--- src/common/fpes_pkg.sv ---
// Package of register offsets, mode bits and constants for the flash program/erase sequencer
package fpes_pkg;
	localparam logic [15:0] ADDR_MODE_CTRL  = 16'hFF80;
	localparam logic [15:0] ADDR_BLK_SEL1   = 16'hFF82;
	localparam logic [15:0] ADDR_BLK_SEL2   = 16'hFF83;
	localparam logic [15:0] ADDR_FLASH_LAST = 16'hEF7F;
	localparam int          BIT_PROGRAM     = 0;
	localparam int          BIT_ERASE       = 1;
	localparam int          BIT_PROG_VERIFY = 2;
	localparam int          BIT_ERASE_VERIFY = 3;
	localparam int          BIT_VPP_PRESENT = 7;
	localparam logic [7:0]  RST_MODE_CTRL   = 8'h00;
	localparam logic [7:0]  RST_BLK_SEL     = 8'h00;
	localparam logic [7:0]  ERASED_BYTE     = 8'hFF;
	localparam logic [7:0]  PROGRAMMED_BYTE = 8'h00;
	typedef enum logic [2:0] {
		FPES_IDLE,
		FPES_PROGRAM,
		FPES_ERASE,
		FPES_PROG_VERIFY,
		FPES_ERASE_VERIFY,
		FPES_PREWRITE_VERIFY
	} fpes_mode_t;
endpackage : fpes_pkg

--- src/hdl/fpes_sequencer.sv ---
// Flash program/erase sequencer: mode control, block select, address/data latches, verify read path
// Operation
// - Five modes: program, erase, program-verify, erase-verify, prewrite-verify; prewrite-verify is the program-verify bit with a latched zero byte.
// - Flash gives no read data while program or erase is active.
// - Write to flash in a selected block latches address and data unless program or erase is active.
// - In program-verify, flash reads return latched location under verify conditions.
// - In erase-verify a dummy FF write latches address; next read returns it.
`timescale 1ns/1ns
`default_nettype none
module fpes_sequencer #(
	parameter int ADDR_W  = 16,
	parameter int BLOCKS  = 16,
	parameter int BLOCK_W = 4
) (
	// Clock and reset
	input  wire logic              clk,
	input  wire logic              rst_n,
	// Register and flash access port
	input  wire logic [ADDR_W-1:0] addr,
	input  wire logic [7:0]        wdata,
	input  wire logic              wr,
	input  wire logic              rd,
	output logic      [7:0]        rdata,
	// Programming voltage present on the programming voltage pin
	input  wire logic              programming_voltage_pin,
	// Flash array
	output logic      [ADDR_W-1:0] array_addr,
	input  wire logic [7:0]        array_rdata,
	output logic      [ADDR_W-1:0] latch_addr,
	output logic      [7:0]        latch_data,
	output logic      [BLOCKS-1:0] array_block_sel,
	output logic                   array_program,
	output logic                   array_erase,
	output logic                   array_prog_verify,
	output logic                   array_erase_verify,
	output logic                   array_prewrite_verify,
	output logic                   flash_busy
);
	// Refuse geometries that the block decode cannot serve
	generate
		if (ADDR_W != 16 || BLOCKS < 1 || BLOCKS > 16 || BLOCK_W < 1 || BLOCK_W > 8
			|| BLOCKS > (1 << BLOCK_W))
		begin : g_bad_param
			$error("fpes_sequencer: unsupported parameters");
		end
	endgenerate

	logic [3:0]        mode_r, mode_nxt;
	logic [7:0]        blk1_r, blk1_nxt;
	logic [7:0]        blk2_r, blk2_nxt;
	logic [ADDR_W-1:0] ladr_r, ladr_nxt;
	logic [7:0]        ldat_r, ldat_nxt;
	logic [7:0]        rdata_r, rdata_nxt;
	logic              prew_r, prew_nxt;
	logic [15:0]       blk_all;
	logic [BLOCKS-1:0] blk_hit;
	logic              in_flash, in_sel, vpp;
	logic              verify_mode;
	fpes_pkg::fpes_mode_t mode_now;

	assign vpp      = programming_voltage_pin;
	assign blk_all  = {blk2_r, blk1_r};
	assign in_flash = addr <= fpes_pkg::ADDR_FLASH_LAST;

	// Block decode: each select bit covers the address slice whose top BLOCK_W bits equal its index
	genvar g;
	generate
		for (g = 0; g < BLOCKS; g++)
		begin : g_blk
			assign blk_hit[g] = blk_all[g] && (addr[ADDR_W-1 -: BLOCK_W] == BLOCK_W'(g));
		end
	endgenerate
	assign in_sel = in_flash && (|blk_hit);

	always_comb
	begin
		mode_now = fpes_pkg::FPES_IDLE;
		if (mode_r[fpes_pkg::BIT_PROGRAM])
			mode_now = fpes_pkg::FPES_PROGRAM;
		else if (mode_r[fpes_pkg::BIT_ERASE])
			mode_now = fpes_pkg::FPES_ERASE;
		else if (mode_r[fpes_pkg::BIT_PROG_VERIFY] && prew_r)
			mode_now = fpes_pkg::FPES_PREWRITE_VERIFY;
		else if (mode_r[fpes_pkg::BIT_PROG_VERIFY])
			mode_now = fpes_pkg::FPES_PROG_VERIFY;
		else if (mode_r[fpes_pkg::BIT_ERASE_VERIFY])
			mode_now = fpes_pkg::FPES_ERASE_VERIFY;
	end

	assign verify_mode = mode_now == fpes_pkg::FPES_PROG_VERIFY || mode_now == fpes_pkg::FPES_ERASE_VERIFY
		|| mode_now == fpes_pkg::FPES_PREWRITE_VERIFY;

	// Strobe decode shared by the state groups
	logic              wr_mode;
	logic              wr_blk1;
	logic              wr_blk2;
	logic              wr_flash;
	logic              rd_mode;
	logic              rd_blk1;
	logic              rd_blk2;
	logic              rd_flash;
	logic              array_idle;

	assign wr_mode    = wr && (addr == fpes_pkg::ADDR_MODE_CTRL);
	assign wr_blk1    = wr && (addr == fpes_pkg::ADDR_BLK_SEL1);
	assign wr_blk2    = wr && (addr == fpes_pkg::ADDR_BLK_SEL2);
	assign array_idle = !mode_r[fpes_pkg::BIT_PROGRAM] && !mode_r[fpes_pkg::BIT_ERASE];

	// Flash writes land only in a selected block while no pulse runs
	assign wr_flash   = wr && in_sel && array_idle;

	assign rd_mode    = rd && (addr == fpes_pkg::ADDR_MODE_CTRL);
	assign rd_blk1    = rd && (addr == fpes_pkg::ADDR_BLK_SEL1);
	assign rd_blk2    = rd && (addr == fpes_pkg::ADDR_BLK_SEL2);

	// No array data while programming or erasing
	assign rd_flash   = rd && in_flash && !flash_busy;

	// Mode control: mode bits hold only while the programming voltage stands
	always_comb
	begin
		mode_nxt = mode_r;
		if (wr_mode)
		begin
			mode_nxt = wdata[3:0];
		end
		if (!vpp)
		begin
			mode_nxt = 4'h0;
		end
	end

	always_ff @(posedge clk)
	begin
		if (!rst_n)
		begin
			mode_r <= fpes_pkg::RST_MODE_CTRL[3:0];
		end
		else
		begin
			mode_r <= mode_nxt;
		end
	end

	// Block select registers
	always_comb
	begin
		blk1_nxt = blk1_r;
		blk2_nxt = blk2_r;
		if (wr_blk1)
		begin
			blk1_nxt = wdata;
		end
		if (wr_blk2)
		begin
			blk2_nxt = wdata;
		end
	end

	always_ff @(posedge clk)
	begin
		if (!rst_n)
		begin
			blk1_r <= fpes_pkg::RST_BLK_SEL;
			blk2_r <= fpes_pkg::RST_BLK_SEL;
		end
		else
		begin
			blk1_r <= blk1_nxt;
			blk2_r <= blk2_nxt;
		end
	end

	// Address and data latches; a zero byte marks the prewrite pass
	always_comb
	begin
		ladr_nxt = ladr_r;
		ldat_nxt = ldat_r;
		prew_nxt = prew_r;
		if (wr_flash)
		begin
			ladr_nxt = addr;
			ldat_nxt = wdata;
			prew_nxt = wdata == fpes_pkg::PROGRAMMED_BYTE;
		end
	end

	always_ff @(posedge clk)
	begin
		if (!rst_n)
		begin
			ladr_r <= '0;
			ldat_r <= 8'h00;
			prew_r <= 1'b0;
		end
		else
		begin
			ladr_r <= ladr_nxt;
			ldat_r <= ldat_nxt;
			prew_r <= prew_nxt;
		end
	end

	// Read data stand for one cycle after the strobe, zero otherwise
	always_comb
	begin
		rdata_nxt = 8'h00;
		if (rd_mode)
		begin
			rdata_nxt = {vpp, 3'b000, mode_r};
		end
		else if (rd_blk1)
		begin
			rdata_nxt = blk1_r;
		end
		else if (rd_blk2)
		begin
			rdata_nxt = blk2_r;
		end
		else if (rd_flash)
		begin
			rdata_nxt = array_rdata;
		end
	end

	always_ff @(posedge clk)
	begin
		if (!rst_n)
		begin
			rdata_r <= 8'h00;
		end
		else
		begin
			rdata_r <= rdata_nxt;
		end
	end

	// In verify modes every flash read is steered to the latched location
	assign array_addr            = verify_mode ? ladr_r : addr;
	assign rdata                 = rdata_r;
	assign latch_addr            = ladr_r;
	assign latch_data            = ldat_r;
	assign array_block_sel       = blk_all[BLOCKS-1:0];
	assign array_program         = mode_now == fpes_pkg::FPES_PROGRAM;
	assign array_erase           = mode_now == fpes_pkg::FPES_ERASE;
	assign array_prog_verify     = mode_now == fpes_pkg::FPES_PROG_VERIFY;
	assign array_erase_verify    = mode_now == fpes_pkg::FPES_ERASE_VERIFY;
	assign array_prewrite_verify = mode_now == fpes_pkg::FPES_PREWRITE_VERIFY;
	assign flash_busy            = array_program || array_erase;
endmodule : fpes_sequencer
`default_nettype wire

--- config.mk ---
export PLATFORM = sky130hd
export DESIGN_NAME = fpes_sequencer
export DESIGN_NICKNAME = d
export VERILOG_FILES = /design/src/common/fpes_pkg.sv /design/src/hdl/fpes_sequencer.sv
export SDC_FILE = /design/constraint.sdc
export NUM_CORES = 1
export LEC_CHECK = 0
export ABC_AREA = 1
export BUFFER_PORTS_ARGS = -buffer_cell sky130_fd_sc_hd__clkbuf_2
export CORE_MARGIN = 4
export CORE_UTILIZATION = 49
export DETAILED_ROUTE_END_ITERATION = 6
export PLACE_DENSITY_LB_ADDON = 0.25
export SETUP_SLACK_MARGIN = 0.4
export SLEW_MARGIN = 20
export SYNTH_ARGS = -nofsm -noshare
export SYNTH_HDL_FRONTEND = slang
export SYNTH_SLANG_ARGS = --single-unit
--- constraint.sdc ---
create_clock -name clk -period 2.1 [get_ports clk]
set_input_delay 0.42 -clock clk [delete_from_list [all_inputs] [get_ports clk]]
set_output_delay 0.42 -clock clk [all_outputs]
set_load 0.02 [all_outputs]
# Yosys cells after proc, flatten, opt, wreduce, memory -nomap -nowiden
# Index checks and enable logic that the tools add are counted.
# totals
in_bits,37
regBits,53
output_inout_bits,70
wordCells,83
# classes
n_reduce_logical,40
n_mux,10
eq_ne,23
bitwise_logic,1
magnitude_cmp,1
# op_table
cell,n
$eq A16 B16 Y1 const B,3
$eq A4 B4 Y1 const B,8
$mux W8,4
$logic_and A1 B1 Y1,29
$eq A4 B3 Y1 const B,4
$le A16 B16 Y1 const B,1
$mux W16,1
$reduce_or A16 Y1,1
$mux W3,5
$eq A4 B2 Y1 const B,2
$logic_not A8 Y1,1
$eq A3 B2 Y1 const B,2
$eq A3 B3 Y1 const B,2
$eq A4 B1 Y1 const B,1
$logic_not A4 Y1,1
$eq A3 B1 Y1 const B,1
$logic_not A1 Y1,3
$logic_or A1 B1 Y1,3
$reduce_and A2 Y1,1
$reduce_or A2 Y1,1
$not A1 Y1,1

# Longest topological paths before layout
# logic_depth
depth_word,13
ltp_mapped,13
mapped_depth_nobuf,12

# Least setup slack after synthesis
# No wires, ideal clock.
# synth_timing
kind,flip-flop to output port
start,register mode_r[0]
end,output array_addr[0]
path_stages_with_launch,7
arrival_ns,1.460
path_slack_ns,0.220
t_required_ns,1.680
path_buffers,1
path_cell_list,dfxtp_1 > nor2_1 > inv_2 > a21oi_1 > clkbuf_1 > nand2_1 > o21ai_0
# synth_between
elab_chain_cells,5
elab_cells_between_ends,7
cone_classes,3 x eq/ne; 2 x mux; 2 x reduce/logical
# synth_lines
item,line_no,rtl
from (decl),fpes_sequencer.sv:48,"logic [3:0] mode_r, mode_nxt;"
from (signal assigned),fpes_sequencer.sv:137,mode_r <= fpes_pkg::RST_MODE_CTRL[3:0];
from (signal assigned),fpes_sequencer.sv:141,mode_r <= mode_nxt;
$mux W3 (*),fpes_sequencer.sv:78,if (mode_r[fpes_pkg::BIT_PROGRAM])
$eq A3 B2 Y1 or $eq A3 B3 Y1 (tied branches),fpes_sequencer.sv:90,assign verify_mode = mode_now == fpes_pkg::FPES_PROG_VERIFY || mode_now == fpes_pkg::FPES_ERASE_VERIFY
$logic_or A1 B1 Y1,fpes_sequencer.sv:90,
$logic_or A1 B1 Y1 (*),fpes_sequencer.sv:91,|| mode_now == fpes_pkg::FPES_PREWRITE_VERIFY;
$mux W16 (*),fpes_sequencer.sv:239,assign array_addr = verify_mode ? ladr_r : addr;
to (decl),fpes_sequencer.sv:27,"output logic [ADDR_W-1:0] array_addr,"
# Every way passes the cells marked *; elsewhere a longest branch is shown, timed or not.

# Worst setup path after layout
# layout_timing
start,register mode_r[1]
end,output array_addr[12]
# layout_between
elab_chain_cells,6
elab_cells_between_ends,8
cone_classes,3 x eq/ne; 3 x mux; 2 x reduce/logical
# layout_lines
item,line_no,rtl
$mux W3 (*),fpes_sequencer.sv:80,else if (mode_r[fpes_pkg::BIT_ERASE])
$mux W3 (*),fpes_sequencer.sv:78,
$eq A3 B2 Y1 or $eq A3 B3 Y1 (tied branches),fpes_sequencer.sv:90,
$logic_or A1 B1 Y1,fpes_sequencer.sv:90,
$logic_or A1 B1 Y1 (*),fpes_sequencer.sv:91,
$mux W16 (*),fpes_sequencer.sv:239,
# Marks and branches as above.

==> flow_summary.json <==
{
  "yosys.area.top_type": "dfxtp_1",
  "start_util": 0.503,
  "total_power_mw": 1.98,
  "ys_seq_area_frac": 0.383,
  "setup_tns_ns": 0,
  "grt_max_degree": 28,
  "firstDrtPassIters": 5,
  "clkTransAtPathRegs_ns": 0.10,
  "dominantRegCellSynth": "dfxtp_1",
  "max_freq_mhz": 506,
  "end_kind": "output port",
  "synth_cell_types": 24,
  "ys_top_cells_by_area": "dfxtp_1 (38%), nand2_1 (13%), nor2_1 (9.9%), nand3_1 (9.8%), inv_1 (8.4%)",
  "crit_type": "reg -> out",
  "h-tree-depth": 2,
  "status": "finished clean",
  "hpwlAfterDp_um": 6430,
  "vdd_drop_max_v": 0.000330,
  "die_area_mm2": 0.00692,
  "pre_cts_slack_ns": 0.155,
  "cts_tree": "yes",
  "postLayoutCoreUtil": 0.676,
  "synth_area_per_cell_um2": 6.36,
  "clockBufferDepth": 2,
  "grt_use_total": 0.242,
  "ant_nets": 0,
  "root_buffer": "clkbuf_8",
  "rows": 27,
  "hold_viol": 0,
  "drt-total-wl_um": 8940,
  "crit_arrival_ns": 1.56,
  "maxCapViolations": 0,
  "highest_layer": "met4",
  "initialDrtViolationCount": 248,
  "place_congestion": 0.893,
  "fp.dieH_um": 83.2,
  "vias": 3236,
  "synth_edf_count": 0,
  "fin_crit_ns": 1.98,
  "holdCritPathClass": "in -> reg",
  "setup_slack_ns": 0.124,
  "worst-r2r-setup-slack_ns": 0.66,
  "hp-start": "programming_voltage_pin",
  "ys_ff_latch": 53,
  "core-area_mm2": 0.00551,
  "synth_area_mm2": 0.00277,
  "path_max_fanout": 8,
  "worst_slew_pin_slew_ns": 0.363,
  "cts_buffers": 5,
  "die_w_um": 83.2,
  "synthToLayoutAreaGrowth_pct": 34.4,
  "grt-ovfl-total": 0,
  "p_clk_frac": 0.367,
  "max_slew_margin": 0.758,
  "setup_viol": 0,
  "fin_nets": 587,
  "yosysMostFrequentCell": "nand2_1",
  "power_frac_comb": 0.123,
  "slowest_delay_ns": 0.37,
  "wl_met3_um": 459,
  "vias_per_cell": 5.19,
  "swShare": 0.251,
  "clkLatencyLatePin_ns": 0.31,
  "drt-met1-wl_um": 3900,
  "start_kind": "flop",
  "slew_violations": 0,
  "hold_buffers": 0,
  "intPower_mw": 1.48,
  "wl_met2_um": 4500,
  "reg2reg_from": "mode_r[1]",
  "remaining_drc_errors": 0,
  "timing.rr.end": "rdata[7]",
  "wire_per_inst_um": 14.4,
  "clock-sinks": 53,
  "io_buffer_count": 106,
  "slowest_stage": "dfxtp_4",
  "hold_slack_ns": 0.390,
  "holdPathStages": 3,
  "p_seq_frac": 0.510,
  "switchingPower_mw": 0.497,
  "postSynthCellCount": 436,
  "n_antenna_cell": 0,
  "rsz0062_at_grt": "yes",
  "crit_chain": "nor2_4 > inv_4 > a21oi_4 > buf_12 > clkbuf_16 > o21ai_1 > buf_2",
  "cp.required_ns": 1.68,
  "grt_pass1_wl_um": 13900,
  "r2r_cells": 8,
  "synth_commonest_cells": "nand2_1 (93), nor2_1 (73), inv_1 (62)",
  "p_leak_nw": 1.87,
  "async_flop_share": 0,
  "ios": 107,
  "synth_top_area_share": 0.383,
  "grt_pass1_vias": 2817,
  "nFillCells": 514,
  "antenna_found_initial": 0,
  "layout-drive-gt1-share": 0.281,
  "cellPowerDensity_mw_per_mm2": 531,
  "hold_end": "rdata[7]",
  "clock-skew-final_ns": 0.00850,
  "synth_nets": 473,
  "yosysWarnings": 0,
  "fin_crit_sh": 0.941
}
[per-layer routing]
layer  vias up  track usage
met5         -            0
met4         0       0.0565
met3         8       0.0417
met2       108        0.415
met1      1495        0.316
li1       1625            -
[stage by stage]
stage | cell area (um2) | cells
2_1_floorplan | 2780 | 436
3_3_place_gp | 3400 | 608
3_5_place_dp | 3400 | 608
4_1_cts | 3600 | 619
5_1_grt | 3720 | 623
6_report | 3720 | 623
[flip-flops by register name, indices dropped and copies added (netlist names)]
| register | flops |
|---|---|
| latch_data | 8 |
| blk2_r | 8 |
| latch_addr | 16 |
| prew_r | 1 |
| mode_r | 4 |
| rdata | 8 |
| blk1_r | 8 |
[cell type report]
cell class | instances | area [um2] | area share
clock buffers | 7 | 86.3 | 0.0232
clock inverters | 1 | 30.0 | 0.00806
inverters | 66 | 255 | 0.0685
multi-input cells | 301 | 1440 | 0.388
flip-flops and latches | 53 | 1070 | 0.287
well taps | 72 | 90.1 | 0.0242
repair buffers | 123 | 751 | 0.202
[worst max path at each step]
| stage | startpoint | slack (ns) | end |
|---|---|---|---|
| global route | mode_r[1] | 0.04 | array_addr[15] |
| finish | mode_r[1] | 0.12 | array_addr[12] |
| global placement | addr[12] | 0.17 | blk1_r[3] |
| detailed placement | addr[12] | 0.16 | blk1_r[2] |
| CTS | mode_r[0] | 0.13 | array_addr[0] |
| floorplan | mode_r[0] | 0.35 | array_addr[0] |
[worst max-delay path: cells and delay by family (launching register included)]
kind                   cells  cell delay, ns
buffers and inverters      4            0.52
and+or+nand+nor            1            0.13
DFF                        1            0.37
AOI/OAI and AO/OA          2            0.23
[timing repair]
action | in CTS | in global routing
gates cloned | 1 | 1
pin swaps | 0 | 2
buffers inserted | 2 | 3
resized for setup | 9 | 53
endpoints found under the setup margin | 17 | 56
[cells by family (layout without fill, tap and decap cells)]
family          Yosys count  in the layout  share of synthesized area
compound gates           55             55                      0.107
buf+inv                  82            197                      0.119
flops                    53             53                      0.383
simple gates            246            246                      0.392
[layout by cell type, fill, tap and decap left out, drive strengths merged]
master,instances
nand3,56
nor3,6
clkbuf,97
clkinv,1
nand2,94
inv,65
nor4,2
a211oi,8
nor2,76
dfxtp,53
a21oi,17
nand3b,2
nand4,10
o21ai,30
buf,33
bufinv,1
[power by group through the flow]
stage / Sequential [mW] / Clock, mW / Combinational (mW)
global placement: 1.04 / 0 / 0.222
CTS: 1.01 / 0.727 / 0.226
detailed placement: 1.04 / 0 / 0.224
global route: 1.01 / 0.776 / 0.263
finish: 1.01 / 0.726 / 0.242
floorplan: 1.04 / 0 / 0.115
(Power assumes the default switching activity.)
